`src/design/txstat_pkg.sv`:
```
// package: register map, phase and condition codes, carriers for the
// wireless transmitter status bank.
// assumes a single 20 MHz system clock and an i2c host on scl/sda pins.
// Summary of operation
// - in ping, power coil; on good strength packet go to identification, power on.
// - negotiation may alter contract; receiver checks no foreign object reported.
// - calibration supplies receiver data improving later foreign object checks; here only a cal_done flag is kept, and no check uses it.
// - power transfer is entered only after identification and configuration complete.
// - transfer is steered by control error, received power and end packets; received power packets are ignored here.
// - an end-of-transfer packet stops power delivery.
// - registers answer as i2c slave at default 7-bit address 0x61.
// - phase register resets 0 and uses the listed phase codes.
// - condition register resets 0 and uses the listed condition codes.
// - coil current mA, low byte 0x06e2, high byte 0x06e3.
// - coil voltage mV, low byte 0x06e4, high byte 0x06e5.
// - thermistor adc value, 16 bits, low then high byte.
// - switching period count, 16 bits; frequency is 60 MHz over count.
// - pulse width count, 16 bits; duty is count times 50% over 255.
// - bridge topology byte reads 0 half bridge, 1 full bridge.
// - after user data trigger, wait for end of next control error packet.
package txstat_pkg;
  localparam logic [6:0] I2C_ADDR_DEFAULT = 7'h61;
  localparam logic [15:0] OFS_PHASE = 16'h06e0;
  localparam logic [15:0] OFS_COND = 16'h06e1;
  localparam logic [15:0] OFS_AMPS_LO = 16'h06e2;
  localparam logic [15:0] OFS_AMPS_HI = 16'h06e3;
  localparam logic [15:0] OFS_VOLTS_LO = 16'h06e4;
  localparam logic [15:0] OFS_VOLTS_HI = 16'h06e5;
  localparam logic [15:0] OFS_TEMP_LO = 16'h06e8;
  localparam logic [15:0] OFS_TEMP_HI = 16'h06e9;
  localparam logic [15:0] OFS_PER_LO = 16'h06ea;
  localparam logic [15:0] OFS_PER_HI = 16'h06eb;
  localparam logic [15:0] OFS_PW_LO = 16'h06ec;
  localparam logic [15:0] OFS_PW_HI = 16'h06ed;
  localparam logic [15:0] OFS_BRIDGE = 16'h06ee;
  localparam logic [7:0] RESET_BYTE = 8'h00;
  localparam logic [7:0] UNMAPPED_BYTE = 8'h00;

  typedef enum logic [7:0] {
    PH_STARTUP = 8'h00,
    PH_IDLE = 8'h01,
    PH_ANALOG_PING = 8'h02,
    PH_DIGITAL_PING = 8'h04,
    PH_IDENT = 8'h05,
    PH_CONFIG = 8'h07,
    PH_XFER_INIT = 8'h08,
    PH_XFER = 8'h09,
    PH_REMOVE = 8'h0b,
    PH_RESTART = 8'h0c,
    PH_NEGOTIATE = 8'h0d
  } phase_t;

  typedef enum logic [7:0] {
    CD_NORMAL = 8'h00,
    CD_FOREIGN_OBJ = 8'h01,
    CD_CHARGED = 8'h02,
    CD_NO_RESPONSE = 8'h04,
    CD_INT_FAULT = 8'h05,
    CD_OVER_TEMP = 8'h06,
    CD_OVER_CURRENT = 8'h07,
    CD_RX_FAULT = 8'h09,
    CD_NEG_FAIL = 8'h0a
  } cond_t;

  // one-cycle packet strobes from the demodulator
  typedef struct packed {
    logic strength;
    logic ident;
    logic config_pkt;
    logic negotiate_req;
    logic negotiate_end;
    logic calib;
    logic control_error;
    logic received_power;
    logic end_transfer;
    logic [7:0] end_reason;
  } packet_ev_t;

  // one-cycle fault and environment events
  typedef struct packed {
    logic object_present;
    logic object_removed;
    logic foreign_object;
    logic over_temp;
    logic over_current;
    logic internal_fault;
    logic no_response;
    logic negotiation_fail;
  } fault_ev_t;

  typedef struct packed {
    logic [15:0] coil_amps;
    logic [15:0] coil_volts;
    logic [15:0] temp_sense;
    logic [15:0] switching_period_count;
    logic [15:0] pulse_width_count;
    logic full_bridge;
  } telemetry_t;
endpackage

```
`src/design/txstat_i2c_slave.sv`:
```
// i2c slave byte engine: address match, byte strobes, read data shifting.
// assumes scl/sda already synchronised by the caller; sda is open drain.
module txstat_i2c_slave
  import txstat_pkg::*;
#(
  parameter logic [6:0] ADDR = txstat_pkg::I2C_ADDR_DEFAULT
)
(
  input wire logic i_clk_sys,
  input wire logic i_arst_n,
  input wire logic i_scl,
  input wire logic i_sda,
  input wire logic [7:0] i_rd_byte,
  output logic o_sda_oe,
  output logic o_wr_stb,
  output logic [7:0] o_wr_byte,
  output logic o_rd_stb,
  output logic o_start
);
  typedef enum logic [2:0] {
    S_IDLE = 3'b000,
    S_ADDR = 3'b001,
    S_ACK = 3'b010,
    S_WR = 3'b011,
    S_RD = 3'b100,
    S_RACK = 3'b101
  } sl_state_t;

  typedef struct packed {
    sl_state_t st;
    logic scl_d;
    logic sda_d;
    logic [7:0] sh;
    logic [3:0] cnt;
    logic rw;
    logic oe;
    logic wr_stb;
    logic rd_stb;
    logic start;
  } sl_t;

  sl_t s_reg;
  sl_t s_next;
  logic rise;
  logic fall;

  assign rise = i_scl & ~s_reg.scl_d;
  assign fall = ~i_scl & s_reg.scl_d;

  always_comb
  begin
    s_next = s_reg;
    s_next.scl_d = i_scl;
    s_next.sda_d = i_sda;
    s_next.wr_stb = 1'b0;
    s_next.rd_stb = 1'b0;
    s_next.start = 1'b0;
    if (i_scl && s_reg.scl_d && s_reg.sda_d && !i_sda)
    begin
      s_next.st = S_ADDR;
      s_next.cnt = 4'h0;
      s_next.oe = 1'b0;
      s_next.start = 1'b1;
    end
    else if (i_scl && s_reg.scl_d && !s_reg.sda_d && i_sda)
    begin
      s_next.st = S_IDLE;
      s_next.oe = 1'b0;
    end
    else
    begin
      case (s_reg.st)
        S_IDLE: s_next.oe = 1'b0;
        S_ADDR, S_WR:
        begin
          if (rise)
          begin
            s_next.sh = {s_reg.sh[6:0], i_sda};
            s_next.cnt = s_reg.cnt + 4'h1;
          end
          if (fall && s_reg.cnt == 4'h8)
          begin
            s_next.cnt = 4'h0;
            if (s_reg.st == S_ADDR)
            begin
              if (s_reg.sh[7:1] == ADDR)
              begin
                s_next.rw = s_reg.sh[0];
                s_next.oe = 1'b1;
                s_next.st = S_ACK;
              end
              else
                s_next.st = S_IDLE;
            end
            else
            begin
              s_next.wr_stb = 1'b1;
              s_next.oe = 1'b1;
              s_next.st = S_ACK;
            end
          end
        end
        S_ACK:
          if (fall)
          begin
            if (s_reg.rw)
            begin
              s_next.sh = i_rd_byte;
              s_next.rd_stb = 1'b1;
              s_next.oe = ~i_rd_byte[7];
              s_next.cnt = 4'h1;
              s_next.st = S_RD;
            end
            else
            begin
              s_next.oe = 1'b0;
              s_next.st = S_WR;
            end
          end
        S_RD:
          if (fall)
          begin
            if (s_reg.cnt == 4'h8)
            begin
              s_next.oe = 1'b0;
              s_next.st = S_RACK;
            end
            else
            begin
              s_next.sh = {s_reg.sh[6:0], 1'b0};
              s_next.oe = ~s_reg.sh[6];
              s_next.cnt = s_reg.cnt + 4'h1;
            end
          end
        S_RACK:
          if (rise)
            s_next.st = i_sda ? S_IDLE : S_ACK;
        default: s_next.st = S_IDLE;
      endcase
    end
  end

  always_ff @(posedge i_clk_sys or negedge i_arst_n)
  begin
    if (!i_arst_n)
      s_reg <= '{st: S_IDLE, scl_d: 1'b1, sda_d: 1'b1, default: '0};
    else
      s_reg <= s_next;
  end

  assign o_sda_oe = s_reg.oe;
  assign o_wr_stb = s_reg.wr_stb;
  assign o_wr_byte = s_reg.sh;
  assign o_rd_stb = s_reg.rd_stb;
  assign o_start = s_reg.start;

  slave_start_a: assert property (@(posedge i_clk_sys)
    disable iff (!i_arst_n)
    o_start |=> s_reg.st == S_ADDR)
    else $error("start not followed by address phase");
endmodule

```
`src/design/txstat_phase_seq.sv`:
```
// protocol phase sequencer: ping, identification, configuration,
// negotiation, calibration, transfer; reports phase and condition.
// assumes one-cycle packet and fault strobes on the system clock.
module txstat_phase_seq
  import txstat_pkg::*;
(
  input wire logic i_clk_sys,
  input wire logic i_arst_n,
  input wire txstat_pkg::packet_ev_t i_pkt,
  input wire txstat_pkg::fault_ev_t i_flt,
  input wire logic i_user_trigger,
  output txstat_pkg::phase_t o_phase,
  output txstat_pkg::cond_t o_cond,
  output logic o_power_on,
  output logic o_user_send,
  output logic o_user_pending
);
  typedef struct packed {
    phase_t ph;
    cond_t cd;
    logic pwr;
    logic cal_done;
    logic pend;
    logic send;
  } seq_t;

  seq_t q_reg;
  seq_t q_next;
  logic fault_any;

  assign fault_any = i_flt.foreign_object | i_flt.over_temp |
    i_flt.over_current | i_flt.internal_fault | i_flt.no_response;

  always_comb
  begin
    q_next = q_reg;
    q_next.send = 1'b0;
    if (i_user_trigger)
      q_next.pend = 1'b1;
    case (q_reg.ph)
      PH_STARTUP: q_next.ph = PH_IDLE;
      PH_IDLE:
        if (i_flt.object_present)
          q_next.ph = PH_ANALOG_PING;
      PH_ANALOG_PING:
      begin
        q_next.ph = i_flt.object_removed ? PH_IDLE : PH_DIGITAL_PING;
        // power already on for the whole digital ping
        q_next.pwr = !i_flt.object_removed;
      end
      PH_DIGITAL_PING:
      begin
        q_next.pwr = 1'b1;
        if (i_pkt.strength)
          q_next.ph = PH_IDENT;
      end
      PH_IDENT:
        if (i_pkt.ident)
          q_next.ph = PH_CONFIG;
      PH_CONFIG:
        if (i_pkt.config_pkt)
          q_next.ph = i_pkt.negotiate_req ? PH_NEGOTIATE : PH_XFER_INIT;
      PH_NEGOTIATE:
        if (i_flt.negotiation_fail)
        begin
          q_next.cd = CD_NEG_FAIL;
          q_next.ph = PH_REMOVE;
        end
        else if (i_pkt.negotiate_end)
          q_next.ph = PH_XFER_INIT;
      PH_XFER_INIT:
      begin
        if (i_pkt.calib)
          q_next.cal_done = 1'b1;
        if (i_pkt.control_error)
          q_next.ph = PH_XFER;
      end
      PH_XFER:
      begin
        if (i_pkt.end_transfer)
        begin
          q_next.pwr = 1'b0;
          q_next.cd = cond_t'(i_pkt.end_reason);
          q_next.ph = PH_REMOVE;
        end
        else if (i_pkt.control_error && q_reg.pend)
        begin
          q_next.send = 1'b1;
          q_next.pend = i_user_trigger;
        end
      end
      PH_REMOVE:
      begin
        q_next.pwr = 1'b0;
        q_next.ph = PH_RESTART;
      end
      PH_RESTART:
        if (i_flt.object_removed)
        begin
          q_next.ph = PH_IDLE;
          q_next.cd = CD_NORMAL;
          q_next.cal_done = 1'b0;
        end
      default: q_next.ph = PH_STARTUP;
    endcase
    if (fault_any && q_reg.ph != PH_STARTUP && q_reg.ph != PH_IDLE &&
      q_reg.ph != PH_RESTART)
    begin
      q_next.pwr = 1'b0;
      q_next.ph = PH_REMOVE;
      q_next.cd = i_flt.over_current ? CD_OVER_CURRENT :
        i_flt.over_temp ? CD_OVER_TEMP :
        i_flt.foreign_object ? CD_FOREIGN_OBJ :
        i_flt.internal_fault ? CD_INT_FAULT : CD_NO_RESPONSE;
    end
  end

  always_ff @(posedge i_clk_sys or negedge i_arst_n)
  begin
    if (!i_arst_n)
      q_reg <= '{ph: PH_STARTUP, cd: CD_NORMAL, default: '0};
    else
      q_reg <= q_next;
  end

  assign o_phase = q_reg.ph;
  assign o_cond = q_reg.cd;
  assign o_power_on = q_reg.pwr;
  assign o_user_send = q_reg.send;
  assign o_user_pending = q_reg.pend;

  ping_advance_a: assert property (@(posedge i_clk_sys)
    disable iff (!i_arst_n)
    q_reg.ph == PH_DIGITAL_PING && i_pkt.strength && !fault_any
    |=> q_reg.ph == PH_IDENT && o_power_on)
    else $error("ping did not advance with power held");
  xfer_entry_a: assert property (@(posedge i_clk_sys)
    disable iff (!i_arst_n)
    q_reg.ph == PH_XFER && $past(q_reg.ph) != PH_XFER
    |-> $past(q_reg.ph) == PH_XFER_INIT)
    else $error("transfer entered without completed setup");
  end_stop_a: assert property (@(posedge i_clk_sys)
    disable iff (!i_arst_n)
    q_reg.ph == PH_XFER && i_pkt.end_transfer
    |=> !o_power_on ##1 !o_power_on)
    else $error("power still on after end packet");
  user_wait_a: assert property (@(posedge i_clk_sys)
    disable iff (!i_arst_n)
    o_user_send |-> $past(i_pkt.control_error) && $past(q_reg.pend))
    else $error("user data sent without control error end");
  neg_check_a: assert property (@(posedge i_clk_sys)
    disable iff (!i_arst_n)
    q_reg.ph == PH_NEGOTIATE && i_flt.foreign_object
    |=> q_reg.ph == PH_REMOVE && o_cond == CD_FOREIGN_OBJ)
    else $error("foreign object in negotiation not reported");
  xfer_ctrl_a: assert property (@(posedge i_clk_sys)
    disable iff (!i_arst_n)
    q_reg.ph == PH_XFER && !i_pkt.end_transfer && !fault_any
    |=> q_reg.ph == PH_XFER)
    else $error("transfer left without end packet or fault");
  reset_codes_a: assert property (@(posedge i_clk_sys)
    $rose(i_arst_n) |-> o_cond == CD_NORMAL)
    else $error("condition not normal after reset");
  cal_keep_a: assert property (@(posedge i_clk_sys)
    disable iff (!i_arst_n)
    q_reg.ph == PH_XFER_INIT && i_pkt.calib |=> q_reg.cal_done)
    else $error("calibration data not kept");

  xfer_seen_c: cover property (@(posedge i_clk_sys) disable iff (!i_arst_n)
    q_reg.ph == PH_XFER_INIT ##1 q_reg.ph == PH_XFER);
  end_seen_c: cover property (@(posedge i_clk_sys) disable iff (!i_arst_n)
    q_reg.ph == PH_XFER ##1 q_reg.ph == PH_REMOVE);
  send_seen_c: cover property (@(posedge i_clk_sys) disable iff (!i_arst_n)
    o_user_send);
endmodule

```
`src/design/txstat_bank.sv`:
```
// top: i2c-reachable read-only status and telemetry bank of the
// wireless power transmitter, with its phase sequencer.
// assumes scl/sda from pins (resynchronised here) and telemetry and
// packet strobes on the system clock.
module txstat_bank
  import txstat_pkg::*;
#(
  parameter logic [6:0] SLAVE_ADDR = txstat_pkg::I2C_ADDR_DEFAULT
)
(
  input wire logic i_clk_sys,
  input wire logic i_arst_n,
  input wire logic i_scl,
  input wire logic i_sda,
  output logic o_sda_oe,
  input wire txstat_pkg::packet_ev_t i_pkt,
  input wire txstat_pkg::fault_ev_t i_flt,
  input wire txstat_pkg::telemetry_t i_tel,
  input wire logic i_tel_valid,
  input wire logic i_user_trigger,
  output logic o_power_on,
  output logic o_user_send,
  output logic o_user_pending,
  output txstat_pkg::phase_t o_phase
);
  // ---------------------------------------------------------------
  // pin synchronisers and bank state
  // ---------------------------------------------------------------
  typedef struct packed {
    logic [1:0] scl_sync;
    logic [1:0] sda_sync;
    logic [15:0] ptr;
    logic [1:0] wcnt;
    logic hold;
    telemetry_t snap;
  } bank_t;

  bank_t b_reg;
  bank_t b_next;
  logic wr_stb;
  logic [7:0] wr_byte;
  logic rd_stb;
  logic start;
  logic [7:0] rd_byte;
  phase_t phase;
  cond_t cond;

  // ---------------------------------------------------------------
  // read decode
  // ---------------------------------------------------------------
  function automatic logic [7:0] read_map(input logic [15:0] a,
    input phase_t p, input cond_t c, input telemetry_t t);
    logic [7:0] r;
    r = UNMAPPED_BYTE;
    case (a)
      OFS_PHASE: r = p;
      OFS_COND: r = c;
      OFS_AMPS_LO: r = t.coil_amps[7:0];
      OFS_AMPS_HI: r = t.coil_amps[15:8];
      OFS_VOLTS_LO: r = t.coil_volts[7:0];
      OFS_VOLTS_HI: r = t.coil_volts[15:8];
      OFS_TEMP_LO: r = t.temp_sense[7:0];
      OFS_TEMP_HI: r = t.temp_sense[15:8];
      OFS_PER_LO: r = t.switching_period_count[7:0];
      OFS_PER_HI: r = t.switching_period_count[15:8];
      OFS_PW_LO: r = t.pulse_width_count[7:0];
      OFS_PW_HI: r = t.pulse_width_count[15:8];
      OFS_BRIDGE: r = {7'h00, t.full_bridge};
      default: r = UNMAPPED_BYTE;
    endcase
    return r;
  endfunction

  function automatic logic is_low_byte(input logic [15:0] a);
    return a == OFS_AMPS_LO || a == OFS_VOLTS_LO || a == OFS_TEMP_LO ||
      a == OFS_PER_LO || a == OFS_PW_LO;
  endfunction

  assign rd_byte = read_map(b_reg.ptr, phase, cond, b_reg.snap);

  // ---------------------------------------------------------------
  // pointer and snapshot
  // ---------------------------------------------------------------
  always_comb
  begin
    b_next = b_reg;
    b_next.scl_sync = {b_reg.scl_sync[0], i_scl};
    b_next.sda_sync = {b_reg.sda_sync[0], i_sda};
    if (start)
      b_next.wcnt = 2'b00;
    // frozen from a low-byte pointer or read until the next other read;
    // a low byte read alone stays frozen until the next read or pointer write
    if (i_tel_valid && !b_reg.hold && !(rd_stb && is_low_byte(b_reg.ptr)))
      b_next.snap = i_tel;
    if (wr_stb)
    begin
      // address bytes set the pointer; data bytes are dropped but advance it
      case (b_reg.wcnt)
        2'b00:
        begin
          b_next.ptr[15:8] = wr_byte;
          b_next.wcnt = 2'b01;
        end
        2'b01:
        begin
          b_next.ptr[7:0] = wr_byte;
          b_next.wcnt = 2'b10;
          b_next.hold = is_low_byte({b_reg.ptr[15:8], wr_byte});
        end
        default:
        begin
          b_next.ptr = b_reg.ptr + 16'h0001;
          b_next.wcnt = 2'b11;
        end
      endcase
    end
    if (rd_stb)
    begin
      b_next.ptr = b_reg.ptr + 16'h0001;
      b_next.wcnt = 2'b11;
      b_next.hold = is_low_byte(b_reg.ptr);
    end
  end

  always_ff @(posedge i_clk_sys or negedge i_arst_n)
  begin
    if (!i_arst_n)
      b_reg <= '{scl_sync: 2'b11, sda_sync: 2'b11, default: '0};
    else
      b_reg <= b_next;
  end

  // ---------------------------------------------------------------
  // submodules
  // ---------------------------------------------------------------
  txstat_i2c_slave #(
    .ADDR(SLAVE_ADDR)
  ) u_slave (
    .i_clk_sys(i_clk_sys),
    .i_arst_n(i_arst_n),
    .i_scl(b_reg.scl_sync[1]),
    .i_sda(b_reg.sda_sync[1]),
    .i_rd_byte(rd_byte),
    .o_sda_oe(o_sda_oe),
    .o_wr_stb(wr_stb),
    .o_wr_byte(wr_byte),
    .o_rd_stb(rd_stb),
    .o_start(start)
  );

  txstat_phase_seq u_seq (
    .i_clk_sys(i_clk_sys),
    .i_arst_n(i_arst_n),
    .i_pkt(i_pkt),
    .i_flt(i_flt),
    .i_user_trigger(i_user_trigger),
    .o_phase(phase),
    .o_cond(cond),
    .o_power_on(o_power_on),
    .o_user_send(o_user_send),
    .o_user_pending(o_user_pending)
  );

  assign o_phase = phase;

  // ---------------------------------------------------------------
  // checks
  // ---------------------------------------------------------------
  snap_hold_a: assert property (@(posedge i_clk_sys)
    disable iff (!i_arst_n)
    rd_stb && is_low_byte(b_reg.ptr) |=> $stable(b_reg.snap))
    else $error("snapshot changed between byte reads");
  ro_write_a: assert property (@(posedge i_clk_sys)
    disable iff (!i_arst_n)
    wr_stb && b_reg.wcnt == 2'b11 |=> $stable(phase) || $past(i_pkt) != '0
    || $past(i_flt) != '0)
    else $error("write disturbed read-only state");
  bridge_read_a: assert property (@(posedge i_clk_sys)
    disable iff (!i_arst_n)
    b_reg.ptr == OFS_BRIDGE |-> rd_byte[7:1] == 7'h00)
    else $error("bridge byte has upper bits set");
  amps_map_a: assert property (@(posedge i_clk_sys)
    disable iff (!i_arst_n)
    b_reg.ptr == OFS_AMPS_HI |-> rd_byte == b_reg.snap.coil_amps[15:8])
    else $error("coil current high byte wrong");
  snap_freeze_a: assert property (@(posedge i_clk_sys)
    disable iff (!i_arst_n)
    b_reg.hold |=> $stable(b_reg.snap))
    else $error("snapshot moved while frozen");
  read_seen_c: cover property (@(posedge i_clk_sys) disable iff (!i_arst_n)
    rd_stb && b_reg.ptr == OFS_PHASE);
  pair_seen_c: cover property (@(posedge i_clk_sys) disable iff (!i_arst_n)
    rd_stb && b_reg.ptr == OFS_VOLTS_LO);
endmodule

```
`config.mk`:
```
export PLATFORM = sky130hd
export DESIGN_NAME = txstat_bank
export DESIGN_NICKNAME = d
export VERILOG_FILES = /design/src/design/txstat_pkg.sv /design/src/design/txstat_i2c_slave.sv /design/src/design/txstat_phase_seq.sv /design/src/design/txstat_bank.sv
export SDC_FILE = /design/constraint.sdc
export NUM_CORES = 1
export LEC_CHECK = 0
export ABC_AREA = 1
export BUFFER_PORTS_ARGS = -buffer_cell sky130_fd_sc_hd__buf_4
export CAP_MARGIN = 20
export CORE_MARGIN = 3
export CORE_UTILIZATION = 43
export CTS_CLUSTER_DIAMETER = 150
export CTS_CLUSTER_SIZE = 24
export DETAILED_ROUTE_END_ITERATION = 8
export PLACE_DENSITY = 0.65
export SLEW_MARGIN = 20
export SYNTH_ARGS = -nofsm -noshare
export SYNTH_HDL_FRONTEND = slang
export SYNTH_SLANG_ARGS = --single-unit
```
`constraint.sdc`:
```
create_clock -name i_clk_sys -period 1.9 [get_ports i_clk_sys]
set_clock_uncertainty 0.15 [all_clocks]
set_input_delay 0.095 -clock i_clk_sys [delete_from_list [all_inputs] [get_ports i_clk_sys]]
set_output_delay 0.095 -clock i_clk_sys [all_outputs]
set_load 0.02 [all_outputs]
```
==> results.md <==
* Synthesized area at 0.00861 mm^2
* Hold WC Path Type: primary input to register
* Max-cap viol count at 0
* GR Layer Usage met2 at 41.5%
* Most frequent cells after synthesis: inv_1 (163), nand2_1 (162), dfrtp_1 (135), nand3_1 (126), nor2_1 (106)
* First-pass GRT wire length at 42500 um
* Crit start category: register
* Vias in the first global route at 8520
* Fmax at 463 MHz
* GPL Wtd Cong at 0.864
* Crit path arrival time at 2.33 ns
* Largest net degree at the start of global routing at 59
* DR WL/cell at 15.9 um
* Final nets at 1583
* Fraction of layout cells with a size suffix above 1 at 43.0%
* Antenna Violating Nets Remaining at 0
* PnR worst setup slack at -0.260 ns
* Max reg flops at 102
* Power density cells at 680 mW/mm^2
* Reg2reg setup slack at -0.26 ns
* Clk pin slew, worst setup/hold paths at 0.06 ns
* Start-to-end type of the worst setup path: register to register
* Count leader, synth: inv_1
* Die X at 148 um
* Root buffer cell: clkbuf_16
* Syn Inst Count at 1093
* Leak Pwr at 6.48 nW
* CTS tree: yes
* Total grt overflow at 0
* EDFF count, synth at 0
* Starting DRT DRC Count at 529
* Core area at 0.0196 mm^2
* Dpl cell area at 0.0105 mm^2
* CP max FO at 8
* Slew Limit Fails at 0
* Initial antenna violation count at 0
* Final min period at 2.16 ns
* Unique cell type count in the Yosys netlist at 46
* RSZ-0062 raised after global routing: yes
* Initial Utilization at 44.0%
* Fin crit share at 114%
* VDD IR max at 0.000710 V
* CTS buffer count at 17
* Dpl ws at -0.308 ns
* FF+latch count, synth at 141
* Setup TNS at -19.82 ns
* GR peak layer: met2
* Die area at 0.0218 mm^2
* Die H at 148 um
* Via/cell ratio at 5.06
* Outcome: complete, but fails checks
* Gr usage total at 24.1%
* Routing usage on met1 at 31.3%
* I/O pin total at 124
* CP Data Required Time at 2.07 ns
* WL final at 27800 um
* Yosys warning total at 0
* Post-synthesis sequential area ratio at 41.0%
* Area grow syn2layout at 56.5%
* Row cnt at 51
* GRT met3 Usage at 3.80%
* Via count at 8821
* Yosys top cell by area: dfrtp_1
* Synth Flop Type: dfrtp_1
* H-Tree Level Count at 4
* Post-route cell area at 0.0135 mm^2
* Final Hold Fails at 0
* Clk sink count at 141
* Failing checks: setup timing
* # diodes at 0
* CTS Buffer Depth at 2
* DRC errors left at 0
* Skew-Pair Late Insertion Delay at 0.43 ns
* Synth area leaders: dfrtp_1 (39%), o21ai_2 (8.6%), nand3_1 (7.3%)
* IO buf count at 117
* Pre-antenna DRT Iters at 5
* Synth top area share at 39.2%
* CP endpoint kind: register
* Post-synthesis async set-or-reset flop share at 100%
* Tot Pwr at 9.17 mW
* Count of final setup violators at 90
* Syn_area_per_cell at 7.88 um^2
* Detailed placement HPWL at 17300 um
-- power by group --
group          switching [mW]  internal [mW]
clock network            1.43           2.17
logic                   0.956          0.985
registers               0.326           3.31
-- cell usage in the layout (no fill, tap or decap), types with 3 or more instances in the layout --
cell	count
bufinv_16	3
nor2_2	22
nand3_2	20
buf_6	18
ha_4	5
nor2_4	24
conb_1	4
dfstp_2	6
clkinvlp_4	4
nor3_2	5
inv_2	20
a21oi_1	23
o22ai_1	4
dfrtp_1	128
inv_6	3
xor2_1	4
nand3_4	5
clkbuf_16	28
dfrtp_2	7
buf_16	5
inv_1	148
o21ai_0	33
nor2_1	76
o21ai_1	13
nor4_1	3
nand4_1	12
nand2_4	3
buf_4	235
nand2_2	99
nor3_1	15
dlygate4sd3_1	105
a21oi_2	4
o21ai_2	87
buf_12	15
nand3_1	102
a31oi_1	9
nand2_1	144
-- worst max-delay path, stage by stage, from the launching register on --
cell and delay [ns]:
dfrtp_2 0.41, inv_2 0.09, ha_4 0.20, nand2_2 0.09, nor2_4 0.05, o21ai_2 0.12, nand2_2 0.10, o21ai_4 0.20
nand3b_4 0.16, buf_12 0.19, clkbuf_16 0.17, nand2_2 0.07, o21ai_2 0.05
-- routing by layer --
metal	wire [um]	share of wire, %	vias to the layer above
met3	1280	4.6	60
met4	801	2.9	0
met2	14300	51	286
li1	-	-	4281
met5	0	0	-
met1	11400	41	4194
-- cell families (layout without fill, tap and decap cells) --
family                   after synthesis  in the layout  share of synthesized area, %
AO/OA/AOI/OAI                        190            190                          15.6
adder cells (fa/ha/maj)                6              6                         0.871
other                                  1              4                        0.0435
buffers and inverters                213            594                          11.8
XOR/XNOR                               4              4                         0.407
AND/OR/NAND/NOR                      538            539                          30.2
flip-flops                           141            141                          41.0
-- through the flow --
step / util, % / cells / hold WS [ns]
floorplan: - / 1096 / -0.351
global placement: 53.7 / 1555 / -0.136
detailed placement: 53.7 / 1555 / -0.133
CTS: 64.5 / 1713 / 0.00835
global route: 68.8 / 1743 / 0.0698
finish: 68.8 / 1743 / 0.0382
-- timing repair --
item | in CTS | in global routing
hold buffers | 106 | 0
setup buffers | 17 | 15
cloned | 3 | 15
gates resized for setup | 55 | 119
endpoints found under the setup margin | 105 | 119
pin swaps | 21 | 53
hold endpoints to repair | 232 | 0
-- layout make-up --
type	instances	area, um^2
Fill cell	1505	6110
Multi-Input combinational cell	743	4580
Timing Repair Buffer	391	3750
Sequential cell	141	3540
Inverter	171	647
Clock buffer	19	453
Tap cell	265	332
Clock inverter	13	178
-- path summary, 6_finish.rpt --
| check | startpoint | to | cells past startpoint |
|---|---|---|---|
| max in group asynchronous | i_arst_n | b_reg[103] | 3 |
| setup / recovery | b_reg[85] | b_reg[8] | 12 |
| hold reg to reg | b_next[103] | b_reg[103] | 0 |
| hold / removal | i_flt[1] | u_seq.o_cond[3] | 6 |
| min in group asynchronous | i_arst_n | b_reg[67] | 3 |
| setup reg to reg | b_reg[85] | b_reg[8] | 12 |
Power figures use the tool's default switching activity.
